<file path="src/pkg/pbmc_pkg.sv">
// Constants, field layout and carrier types of the basic mode control block.
// Assumes a single 10 MHz system clock; all timing counts derive from it.
package pbmc_pkg;

  // Clock
  localparam int CLK_PERIOD_NS = 100;

  // Register map
  localparam logic [4:0] BASIC_CONTROL_OFFSET = 5'h00;
  localparam logic [15:0] BASIC_CONTROL_RESET = 16'h3000;

  // Field positions
  localparam int BIT_SW_RESET = 15;
  localparam int BIT_LOOPBACK = 14;
  localparam int BIT_SPEED = 13;
  localparam int BIT_AN_ENABLE = 12;
  localparam int BIT_POWER_DOWN = 11;
  localparam int BIT_ISOLATE = 10;
  localparam int BIT_AN_RESTART = 9;
  localparam int BIT_DUPLEX = 8;
  localparam int BIT_COL_TEST = 7;
  localparam logic [6:0] RESERVED_VALUE = 7'h00;

  // Software reset duration, least time rounded up
  localparam int SW_RESET_TIME_NS = 1000;
  localparam int SW_RESET_CYCLES = (SW_RESET_TIME_NS + CLK_PERIOD_NS - 1) / CLK_PERIOD_NS;

  // Strap capture after reset release
  localparam logic [2:0] STRAP_SETTLE_COUNT = 3'h4;

  // Management frame layout
  localparam logic [5:0] PREAMBLE_BITS = 6'h20;
  localparam logic [4:0] FRAME_HDR_LAST = 5'h0D;
  localparam logic [4:0] FRAME_TA_FIRST = 5'h0E;
  localparam logic [4:0] FRAME_LAST = 5'h1F;
  localparam logic [1:0] FRAME_START = 2'h1;
  localparam logic [1:0] OP_READ = 2'h2;
  localparam logic [1:0] OP_WRITE = 2'h1;

  // Collision test timing, longest times rounded down, at least one cycle
  localparam int BIT_TIME_100_NS = 10;
  localparam int COL_ON_BIT_TIMES = 512;
  localparam int COL_OFF_BIT_TIMES = 4;
  localparam int COL_ON_RAW = (COL_ON_BIT_TIMES * BIT_TIME_100_NS) / CLK_PERIOD_NS;
  localparam int COL_OFF_RAW = (COL_OFF_BIT_TIMES * BIT_TIME_100_NS) / CLK_PERIOD_NS;
  localparam int COL_ON_MAX_CYCLES = (COL_ON_RAW < 1) ? 1 : COL_ON_RAW;
  localparam int COL_OFF_MAX_CYCLES = (COL_OFF_RAW < 1) ? 1 : COL_OFF_RAW;
  localparam int COL_ON_DELAY = 2;

  // Carriers
  typedef struct packed {
    logic basic_mode;
    logic an_enable;
    logic speed_100;
    logic full_duplex;
    logic isolate;
  } pbmc_strap_type;

  typedef struct packed {
    logic [3:0] data;
    logic valid;
  } pbmc_nibble_type;

  typedef enum logic [2:0] {
    SMI_PREAMBLE = 3'h1,
    SMI_HEADER = 3'h2,
    SMI_DATA = 3'h4
  } pbmc_smi_state_type;

endpackage : pbmc_pkg

</file>
<file path="src/rtl/pbmc_sync.sv">
// Three-stage pin synchroniser with agreement filter.
// Assumes inputs asynchronous to clk_sys; output changes only once stages two and three agree.
`timescale 1ns/1ps
module pbmc_sync #(
  parameter int WIDTH = 1,
  parameter logic [WIDTH-1:0] INIT = '0
) (
  // Clock and reset
  input wire logic clk_sys,
  input wire logic rst_n,
  // Data
  input wire logic [WIDTH-1:0] async_in,
  output logic [WIDTH-1:0] sync_out
);

  logic [WIDTH-1:0] stage1;
  logic [WIDTH-1:0] stage2;
  logic [WIDTH-1:0] stage3;
  wire [WIDTH-1:0] next_sync = (stage2 & stage3) | (sync_out & (stage2 | stage3));

  always_ff @(posedge clk_sys or negedge rst_n) begin
    if (!rst_n) begin
      stage1 <= INIT;
      stage2 <= INIT;
      stage3 <= INIT;
      sync_out <= INIT;
    end else begin
      stage1 <= async_in;
      stage2 <= stage1;
      stage3 <= stage2;
      sync_out <= next_sync;
    end
  end

endmodule : pbmc_sync

</file>
<file path="src/rtl/pbmc_col_test.sv">
// Collision test responder: COL follows TX_EN while the test is on.
// Assumes tx_en is on clk_sys; ON_DELAY must stay within the 512 bit-time bound.
`timescale 1ns/1ps
module pbmc_col_test #(
  parameter int ON_DELAY = pbmc_pkg::COL_ON_DELAY
) (
  // Clock and reset
  input wire logic clk_sys,
  input wire logic rst_n,
  // Control
  input wire logic test_enable,
  input wire logic tx_en,
  // Result
  output logic col
);

  logic [7:0] delay_cnt;
  wire active = test_enable && tx_en;
  wire delay_done = delay_cnt == 8'(ON_DELAY - 1);

  always_ff @(posedge clk_sys or negedge rst_n) begin
    if (!rst_n) begin
      delay_cnt <= 8'h00;
      col <= 1'h0;
    end else if (!active) begin
      // Drop at once: one cycle, the floor COL_OFF_MAX_CYCLES puts on the 4 bit-time bound
      delay_cnt <= 8'h00;
      col <= 1'h0;
    end else if (!col) begin
      if (delay_done) begin
        col <= 1'h1;
      end else begin
        delay_cnt <= delay_cnt + 8'h01;
      end
    end
  end

endmodule : pbmc_col_test

</file>
<file path="src/rtl/pbmc_basic_control.sv">
// Basic mode control register of a 10/100 PHY, reached over the management pins.
// Assumes a slow MDC (well under a quarter of clk_sys) and MII signals on clk_sys.
`timescale 1ns/1ps

// How it works
// - Writing one to bit 15 resets standard register
// - Reset bit clears itself when reset ends
// - Vendor extended registers survive software reset
// - Loopback routes transmit nibbles onto receive
// - Manual speed bit: zero 10, one 100
// - Basic pinout: speed strap when negotiation off
// - Negotiation enable always loaded from strap
// - Negotiation on ignores manual speed and duplex
// - Power down is bit OR low pin
// - Isolate disconnects MII, management still works
// - Isolate in RMII master stops reference clock
// - Basic pinout: isolate taken from strap
// - Restart write ignored while negotiation disabled
// - Restart reads one until negotiation restarts
// - Writing zero to restart changes nothing
// - Manual duplex bit: zero half, one full
// - Basic pinout: duplex taken from strap
// - Collision test raises COL after TX_EN
// - Collision test drops COL after TX_EN
module pbmc_basic_control (
  // Clock and reset
  input wire logic clk_sys,
  input wire logic rstn,
  // Management pins
  input wire logic mdc,
  input wire logic mdio_in,
  output logic mdio_out,
  output logic mdio_oe,
  // Straps and control pins
  input wire logic [4:0] phy_addr,
  input wire pbmc_pkg::pbmc_strap_type strap_pins,
  input wire logic low_power_request_pin_n,
  input wire logic rmii_master,
  // Auto-negotiation engine
  input wire logic an_speed_100,
  input wire logic an_full_duplex,
  input wire logic an_restart_ack,
  output logic an_enable,
  output logic an_restart,
  // MII
  input wire pbmc_pkg::pbmc_nibble_type mii_tx,
  input wire pbmc_pkg::pbmc_nibble_type core_rx,
  output pbmc_pkg::pbmc_nibble_type mii_rx,
  output logic mii_col,
  output logic mii_out_en,
  // Port control
  output logic speed_100,
  output logic full_duplex,
  output logic power_down,
  output logic pcs_reset,
  output logic ref_clk_en
);

  localparam int COL_ON_LIM = pbmc_pkg::COL_ON_MAX_CYCLES;

  // Reset release
  logic [1:0] rst_pipe;
  wire rst_n = rst_pipe[1];

  always_ff @(posedge clk_sys or negedge rstn) begin
    if (!rstn) begin
      rst_pipe <= 2'h0;
    end else begin
      rst_pipe <= {rst_pipe[0], 1'h1};
    end
  end

  // Pin synchronisers
  logic [2:0] mgmt_s;
  logic [9:0] strap_bus_s;

  pbmc_sync #(.WIDTH(3), .INIT(3'h1)) u_mgmt_sync (
    .clk_sys(clk_sys),
    .rst_n(rst_n),
    .async_in({mdc, mdio_in, low_power_request_pin_n}),
    .sync_out(mgmt_s)
  );

  pbmc_sync #(.WIDTH(10), .INIT(10'h000)) u_strap_sync (
    .clk_sys(clk_sys),
    .rst_n(rst_n),
    .async_in({strap_pins, phy_addr}),
    .sync_out(strap_bus_s)
  );

  wire mdc_s = mgmt_s[2];
  wire mdio_s = mgmt_s[1];
  wire pwdn_req = !mgmt_s[0];
  wire pbmc_pkg::pbmc_strap_type strap_s = strap_bus_s[9:5];

  // Strap capture, once the synchroniser has filled
  logic [2:0] settle_cnt;
  logic strap_done;
  pbmc_pkg::pbmc_strap_type strap_q;
  logic [4:0] addr_q;
  wire strap_latch = !strap_done && settle_cnt == pbmc_pkg::STRAP_SETTLE_COUNT;

  always_ff @(posedge clk_sys or negedge rst_n) begin
    if (!rst_n) begin
      settle_cnt <= 3'h0;
      strap_done <= 1'h0;
      strap_q <= '0;
      addr_q <= 5'h00;
    end else if (strap_latch) begin
      strap_done <= 1'h1;
      strap_q <= strap_s;
      addr_q <= strap_bus_s[4:0];
    end else if (!strap_done) begin
      settle_cnt <= settle_cnt + 3'h1;
    end
  end

  // Defaults from straps
  wire pbmc_pkg::pbmc_strap_type strap_src = strap_done ? strap_q : strap_s;
  wire strap_speed = strap_src.basic_mode && !strap_src.an_enable;
  wire def_speed = strap_speed ? strap_src.speed_100 :
    pbmc_pkg::BASIC_CONTROL_RESET[pbmc_pkg::BIT_SPEED];
  wire def_iso = strap_src.basic_mode ? strap_src.isolate :
    pbmc_pkg::BASIC_CONTROL_RESET[pbmc_pkg::BIT_ISOLATE];
  wire def_duplex = strap_src.basic_mode ? strap_src.full_duplex :
    pbmc_pkg::BASIC_CONTROL_RESET[pbmc_pkg::BIT_DUPLEX];

  // Management frame receiver
  pbmc_pkg::pbmc_smi_state_type smi_state;
  pbmc_pkg::pbmc_smi_state_type next_state;
  logic [5:0] pre_cnt;
  logic [5:0] next_pre;
  logic [4:0] bit_cnt;
  logic [4:0] next_bit;
  logic [12:0] hdr;
  logic mdc_d;
  wire mdc_rise = mdc_s && !mdc_d;
  wire [13:0] hdr_next = {hdr, mdio_s};

  always_comb begin
    next_state = smi_state;
    next_pre = pre_cnt;
    next_bit = bit_cnt + 5'h01;
    case (smi_state)
      pbmc_pkg::SMI_PREAMBLE: begin
        next_bit = 5'h01;
        if (mdio_s) begin
          next_pre = (pre_cnt == pbmc_pkg::PREAMBLE_BITS) ? pre_cnt : pre_cnt + 6'h01;
        end else if (pre_cnt == pbmc_pkg::PREAMBLE_BITS) begin
          next_state = pbmc_pkg::SMI_HEADER;
        end else begin
          next_pre = 6'h00;
        end
      end
      pbmc_pkg::SMI_HEADER: begin
        if (bit_cnt == pbmc_pkg::FRAME_HDR_LAST) begin
          next_state = pbmc_pkg::SMI_DATA;
        end
      end
      pbmc_pkg::SMI_DATA: begin
        if (bit_cnt == pbmc_pkg::FRAME_LAST) begin
          next_state = pbmc_pkg::SMI_PREAMBLE;
          next_pre = 6'h00;
        end
      end
      default: begin
        next_state = pbmc_pkg::SMI_PREAMBLE;
        next_pre = 6'h00;
      end
    endcase
  end

  always_ff @(posedge clk_sys or negedge rst_n) begin
    if (!rst_n) begin
      mdc_d <= 1'h0;
    end else begin
      mdc_d <= mdc_s;
    end
  end

  always_ff @(posedge clk_sys or negedge rst_n) begin
    if (!rst_n) begin
      smi_state <= pbmc_pkg::SMI_PREAMBLE;
      pre_cnt <= 6'h00;
      bit_cnt <= 5'h00;
      hdr <= 13'h0000;
    end else if (mdc_rise) begin
      smi_state <= next_state;
      pre_cnt <= next_pre;
      bit_cnt <= next_bit;
      hdr <= hdr_next[12:0];
    end
  end

  // Frame decode at the last header bit
  logic rd_ok;
  logic wr_ok;
  logic reg_hit;
  logic [15:0] rd_sh;
  logic [14:0] wr_sh;
  logic [15:0] ctl_word;
  wire in_data = smi_state == pbmc_pkg::SMI_DATA;
  wire hdr_end = mdc_rise && smi_state == pbmc_pkg::SMI_HEADER &&
    bit_cnt == pbmc_pkg::FRAME_HDR_LAST;
  wire hdr_ok = strap_done && hdr_next[13:12] == pbmc_pkg::FRAME_START &&
    hdr_next[9:5] == addr_q;
  wire reg_sel = hdr_next[4:0] == pbmc_pkg::BASIC_CONTROL_OFFSET;

  always_ff @(posedge clk_sys or negedge rst_n) begin
    if (!rst_n) begin
      rd_ok <= 1'h0;
      wr_ok <= 1'h0;
      reg_hit <= 1'h0;
    end else if (hdr_end) begin
      rd_ok <= hdr_ok && hdr_next[11:10] == pbmc_pkg::OP_READ;
      wr_ok <= hdr_ok && hdr_next[11:10] == pbmc_pkg::OP_WRITE;
      reg_hit <= reg_sel;
    end
  end

  // Read answer: driven after each MDC rise, host samples on the next
  always_ff @(posedge clk_sys or negedge rst_n) begin
    if (!rst_n) begin
      rd_sh <= 16'h0000;
      mdio_oe <= 1'h0;
      mdio_out <= 1'h0;
    end else if (hdr_end) begin
      rd_sh <= reg_sel ? ctl_word : 16'h0000;
    end else if (mdc_rise && in_data && rd_ok) begin
      if (bit_cnt == pbmc_pkg::FRAME_TA_FIRST) begin
        mdio_oe <= 1'h1;
        mdio_out <= 1'h0;
      end else if (bit_cnt == pbmc_pkg::FRAME_LAST) begin
        mdio_oe <= 1'h0;
        mdio_out <= 1'h0;
      end else begin
        mdio_out <= rd_sh[15];
        rd_sh <= {rd_sh[14:0], 1'h0};
      end
    end
  end

  always_ff @(posedge clk_sys or negedge rst_n) begin
    if (!rst_n) begin
      wr_sh <= 15'h0000;
    end else if (mdc_rise && in_data) begin
      wr_sh <= {wr_sh[13:0], mdio_s};
    end
  end

  // Register write and software reset
  logic sw_rst;
  logic [7:0] swrst_cnt;
  logic ctl_loop;
  logic ctl_speed;
  logic ctl_an_en;
  logic ctl_pd;
  logic ctl_iso;
  logic ctl_restart;
  logic ctl_duplex;
  logic ctl_col_test;
  wire [15:0] wdata = {wr_sh, mdio_s};
  wire wr_strobe = mdc_rise && in_data && bit_cnt == pbmc_pkg::FRAME_LAST &&
    wr_ok && reg_hit;
  // Writes landing mid-reset are dropped; the reset owns the register then
  wire wr_take = wr_strobe && !sw_rst;
  wire sw_done = sw_rst && swrst_cnt == 8'h01;
  wire load_defaults = strap_latch || sw_done;
  wire restart_set = wr_take && wdata[pbmc_pkg::BIT_AN_RESTART] &&
    wdata[pbmc_pkg::BIT_AN_ENABLE];
  wire next_restart = restart_set || (ctl_restart && !an_restart_ack);
  wire next_pd = pwdn_req || (wr_take ? wdata[pbmc_pkg::BIT_POWER_DOWN] : ctl_pd);

  always_ff @(posedge clk_sys or negedge rst_n) begin
    if (!rst_n) begin
      sw_rst <= 1'h0;
      swrst_cnt <= 8'h00;
    end else if (wr_take && wdata[pbmc_pkg::BIT_SW_RESET]) begin
      sw_rst <= 1'h1;
      swrst_cnt <= 8'(pbmc_pkg::SW_RESET_CYCLES);
    end else if (sw_rst) begin
      swrst_cnt <= swrst_cnt - 8'h01;
      sw_rst <= !sw_done;
    end
  end

  always_ff @(posedge clk_sys or negedge rst_n) begin
    if (!rst_n) begin
      ctl_restart <= 1'h0;
      ctl_pd <= 1'h0;
    end else begin
      ctl_restart <= !load_defaults && next_restart;
      ctl_pd <= load_defaults ? pwdn_req : next_pd;
    end
  end

  // Only this register is held here, so vendor registers are untouched
  always_ff @(posedge clk_sys or negedge rst_n) begin
    if (!rst_n) begin
      ctl_loop <= 1'h0;
      ctl_speed <= pbmc_pkg::BASIC_CONTROL_RESET[pbmc_pkg::BIT_SPEED];
      ctl_an_en <= pbmc_pkg::BASIC_CONTROL_RESET[pbmc_pkg::BIT_AN_ENABLE];
      ctl_iso <= 1'h0;
      ctl_duplex <= 1'h0;
      ctl_col_test <= 1'h0;
    end else if (load_defaults) begin
      ctl_loop <= 1'h0;
      ctl_speed <= def_speed;
      ctl_an_en <= strap_src.an_enable;
      ctl_iso <= def_iso;
      ctl_duplex <= def_duplex;
      ctl_col_test <= 1'h0;
    end else if (wr_take) begin
      ctl_loop <= wdata[pbmc_pkg::BIT_LOOPBACK];
      ctl_speed <= wdata[pbmc_pkg::BIT_SPEED];
      ctl_an_en <= wdata[pbmc_pkg::BIT_AN_ENABLE];
      ctl_iso <= wdata[pbmc_pkg::BIT_ISOLATE];
      ctl_duplex <= wdata[pbmc_pkg::BIT_DUPLEX];
      ctl_col_test <= wdata[pbmc_pkg::BIT_COL_TEST];
    end
  end

  assign ctl_word = {sw_rst, ctl_loop, ctl_speed, ctl_an_en, ctl_pd, ctl_iso,
    ctl_restart, ctl_duplex, ctl_col_test, pbmc_pkg::RESERVED_VALUE};

  // Port control and MII datapath
  wire pd_now = ctl_pd || pwdn_req;
  wire pbmc_pkg::pbmc_nibble_type rx_src = ctl_loop ? mii_tx : core_rx;

  always_ff @(posedge clk_sys or negedge rst_n) begin
    if (!rst_n) begin
      speed_100 <= 1'h0;
      full_duplex <= 1'h0;
      power_down <= 1'h0;
      ref_clk_en <= 1'h0;
      mii_out_en <= 1'h0;
      mii_rx <= '0;
    end else begin
      speed_100 <= ctl_an_en ? an_speed_100 : ctl_speed;
      full_duplex <= ctl_an_en ? an_full_duplex : ctl_duplex;
      power_down <= pd_now;
      ref_clk_en <= !(ctl_iso && rmii_master);
      mii_out_en <= !ctl_iso;
      mii_rx <= pd_now ? '0 : rx_src;
    end
  end

  assign an_enable = ctl_an_en;
  assign an_restart = ctl_restart;
  assign pcs_reset = sw_rst;

  pbmc_col_test #(.ON_DELAY(pbmc_pkg::COL_ON_DELAY)) u_col_test (
    .clk_sys(clk_sys),
    .rst_n(rst_n),
    .test_enable(ctl_col_test && !power_down),
    .tx_en(mii_tx.valid),
    .col(mii_col)
  );
endmodule : pbmc_basic_control

</file>
<file path="config.mk">
export PLATFORM = sky130hd
export DESIGN_NAME = pbmc_basic_control
export DESIGN_NICKNAME = d
export VERILOG_FILES = /design/src/pkg/pbmc_pkg.sv /design/src/rtl/pbmc_sync.sv /design/src/rtl/pbmc_col_test.sv /design/src/rtl/pbmc_basic_control.sv
export SDC_FILE = /design/constraint.sdc
export NUM_CORES = 1
export LEC_CHECK = 0
export ABC_AREA = 0
export BUFFER_PORTS_ARGS = -buffer_cell sky130_fd_sc_hd__buf_4
export CAP_MARGIN = 20
export CORE_UTILIZATION = 60
export CTS_CLUSTER_SIZE = 8
export DETAILED_ROUTE_END_ITERATION = 8
export PLACE_DENSITY = 0.79
export SLEW_MARGIN = 20
export SYNTH_ARGS = -nofsm -noshare
export SYNTH_HDL_FRONTEND = slang
export SYNTH_SLANG_ARGS = --single-unit
</file>
<file path="constraint.sdc">
create_clock -name clk_sys -period 5.5 [get_ports clk_sys]
set_input_delay 0.825 -clock clk_sys [delete_from_list [all_inputs] [get_ports clk_sys]]
set_output_delay 0.825 -clock clk_sys [all_outputs]
set_load 0.02 [all_outputs]
</file>
==> metrics.md <==
| Metric | Value |
|---|---|
| Number of global-route vias before repair | between 4000 and 5000 |
| Clock Pin Slew Worst Setup and Hold Paths | approximately 0.06 ns |
| Max clock buf depth | 2 |
| Nets | 609 |
| Worst VDD drop | around 0.0003 V |
| Core region area | 10300 um2 |
| Relative slew margins | between 30% and 40% |
| Wire per inst | around 16 um |
| Total Routing Usage GR | a little under a quarter |
| Die area | ~11000 um2 |
| Gate power share | 6.2% |
| Max Clock Skew | approximately 0.013 ns |
| Post-cts sizing count | 0 |
| Clock power frac | between 40 and 50% |
| Hold crit path type | in -> async |
| Critical Path End Type | flip-flop |
| Worst R2R Setup Slack | ~3 ns |
| Synth unique cells | 56 |
| Chip Width | around 110 um |
| Residual DRC | 0 |
| CTS Buf Count | 17 |
| Max Cap Viol | 0 |
| Worst setup SP type | flip-flop |
| R2R Path End | rd_sh[9] |
| RSZ-0062 raised after global routing | no |
| Maximum number of pins on one net before global-route repair | 74 |
| Least-Margin Pin Slew | between 0.9 and 1 ns |
| First-pass GRT wire length | between 15 and 20 mm |
| Required time of the critical path | a little under 6 ns |
| Syn Std Cell Area | 6420 um2 |
| GP Congestion | between 0.8 and 0.9 |
| Clk sinks | between 150 and 200 |
| Syn Inst Count | 519 |
| Final setup viols | 0 |
| Slowest cell on crit path | nor4_4 |
| Chip Height | roughly 110 um |
| Top-Level Pins | 45 |
| Seq pwr share | approximately half |
| Fillers | roughly 670 |
| Number of cells in the finished layout apart from fillers | a little over 700 |
| PD cells | 367 nW/um2 |
| Worst reg-to-reg path cell count | 7 |
| Fin Hold WS | ~0.062 ns |
| Post-synth EDFFs | 0 |
| Post-CTS setup buffer count | 0 |
| Worst skew pair latency | approximately 0.54 ns |
| Row cnt | 37 |
| Syn_nets | 560 |
| Synth warn | 0 |
| Sw Ratio | between 20% and 30% |
| TritonCTS clock tree | built |
| Post-synthesis register bit count | 161 |
| R2R Path Start | bit_cnt[0] |
| Design Area, Final | between 7000 and 8000 um2 |
| 1st-iter DRT viols | 217 |
| Layout cells sized above 1 | a little over a fifth |
| Starting Density | between 60% and 70% |
| Final HPWL DP | roughly 7.4 mm |
| P_int | between 2 and 2.5 mW |
| N_diodes | 0 |
| Max frequency | just over 0.4 GHz |
| Vias per Instance | between 5 and 6 |
| Drt pass-1 iters | 5 |
| CP dominant cell by count | ha_1 |
| Post-Syn Area per Cell | 12.4 um2 |
| Hold bufs inserted after CTS | 0 |
| Post-synthesis sequential area ratio | a little over three fifths |
| Root Driver | clkbuf_8 |
| Psw | between 0.6 and 0.7 mW |
| Layout area overhead | 17.0% |
| DRT Wirelength | 11.4 mm |
| Crit Path Max Fanout | 10 |
| DP Area | slightly below 7000 um2 |
| Arrival time of the worst setup path | 2.82 ns |
| Number of buffers inserted by port buffering | 44 |
| Max stage delay on crit path | between 0.7 and 0.8 ns |
| Final hold viol count | 0 |
| Setup TNS | 0 ns |
| Ys async rst share | 100% |
| Final min period | ~2.4 ns |
| Most used flip-flop cell after synthesis | dfrtp_1 |
| Grt ovf | 0 |
| H-tree depth | 4 |
| Number of antenna violations at the first check in global routing | 0 |
| Worst path cell trace | ha_1, nand3_1, inv_1, ha_1, nor4_4, mux2i_1, a21oi_1 |
| Leakage Power | around 3.5 nW |
| Post-Place Cells | about 690 |
| Slew Limit Fails | 0 |
| Status | finished, final reports clean |
| Critical path class | reg -> reg |
| Final period util | 44.4% |
| Via count | between 4000 and 5000 |
| Antenna Nets Post-Route | 0 |
-- registers in the layout, summed over array words and instances (netlist names), 9 cells and up --
| register | flops |
|---|---|
| u_strap_sync.sync_out | 10 |
| rd_sh | 9 |
| u_strap_sync.stage1 | 10 |
| wr_sh | 15 |
| u_strap_sync.stage2 | 10 |
| hdr | 13 |
| u_strap_sync.stage3 | 10 |
-- layer usage --
metal	GRT usage (%)	vias to the layer above	share of wire (%)
met3	7.24	28	5.0
met5	0	-	0
met2	35.9	104	49
met1	29.5	2045	44
li1	-	1905	-
met4	10.2	0	2.2
-- worst max path at each step --
stage,depth (start not counted),start,end,slack (ns)
2_1_floorplan,0,rst_pipe[1],addr_q[0],0.69
3_3_place_gp,7,bit_cnt[0],rd_sh[11],2.91
3_5_place_dp,7,bit_cnt[0],rd_sh[10],3.13
4_1_cts,7,bit_cnt[0],rd_sh[9],3.08
5_1_grt,8,bit_cnt[0],ctl_pd,2.88
6_report,7,bit_cnt[0],rd_sh[9],3.06
-- cell usage after synthesis, types with 4 or more instances --
| cell | n | area share (%) |
|---|---|---|
| nand2_1 | 66 | 3.9 |
| mux2i_1 | 21 | 3.3 |
| nand3_1 | 10 | 0.78 |
| dfrtp_1 | 154 | 60 |
| dfstp_2 | 7 | 2.9 |
| ha_1 | 12 | 2.3 |
| inv_1 | 22 | 1.3 |
| xnor2_1 | 8 | 1.1 |
| o21ai_0 | 17 | 1.3 |
| clkbuf_1 | 10 | 0.59 |
| a21oi_1 | 25 | 2.0 |
| nor3b_1 | 5 | 0.59 |
| nand2b_1 | 6 | 0.59 |
| nor4_1 | 5 | 0.49 |
| or4_1 | 4 | 0.47 |
| mux2_2 | 28 | 4.9 |
| buf_2 | 4 | 0.31 |
| nor3_1 | 4 | 0.31 |
| a31oi_1 | 4 | 0.39 |
| maj3_1 | 13 | 2.0 |
| nor2_1 | 28 | 1.6 |
| nand3b_1 | 4 | 0.47 |
| xor2_1 | 11 | 1.5 |
-- stage by stage --
stage	worst slack (ns)	power, mW	util, %
4_1_cts	3.08	2.78	72.7
5_1_grt	2.88	2.86	72.7
6_report	3.06	2.76	72.7
3_5_place_dp	3.13	1.53	66.6
3_3_place_gp	2.91	1.51	66.5
2_1_floorplan	0.694	1.46	-
-- critical path, delay by kind of cell, from the launching register on --
kind,cells,cell delay [ns]
mux,1,0.31
buf+inv,1,0.05
simple gates,2,0.85
fa+ha+maj,2,0.53
flops,1,0.45
compound gates,1,0.09
-- kinds of logic after synthesis --
kind of cell,share of synthesized area (%)
flops,62.9
simple gates,12.5
xor+xnor,2.59
mux,8.19
other cells,0.0584
compound gates,6.69
fa+ha+maj,4.37
buf+inv,2.71
-- power by group through the flow --
| stage | Clock, mW | Sequential (mW) | Combinational (mW) |
|---|---|---|---|
| after global routing | 1.32 | 1.35 | 0.190 |
| after detailed placement | 0 | 1.36 | 0.168 |
| final | 1.25 | 1.34 | 0.170 |
| after global placement | 0 | 1.35 | 0.159 |
| after floorplan | 0 | 1.35 | 0.105 |
| after CTS | 1.27 | 1.34 | 0.172 |
-- cell usage in the layout (no fill, tap or decap), types with 16 or more instances in the layout --
cell type	count
inv_1	22
mux2i_1	21
mux2_2	28
clkbuf_16	16
buf_4	48
o21ai_0	17
nand2_1	66
nor2_1	28
a21oi_1	25
dfrtp_1	153
-- final cells by class --
type                    count  area, um2  share of cell area, %
multi-input cells         318       2220                   29.6
inverters                  22       82.6                   1.10
clock buffers              21        459                   6.12
well taps                 136        170                   2.27
flip-flops and latches    161       4040                   53.8
repair buffers             48        360                   4.80
clock inverters            10        173                   2.30
Power figures use the tool's default switching activity.
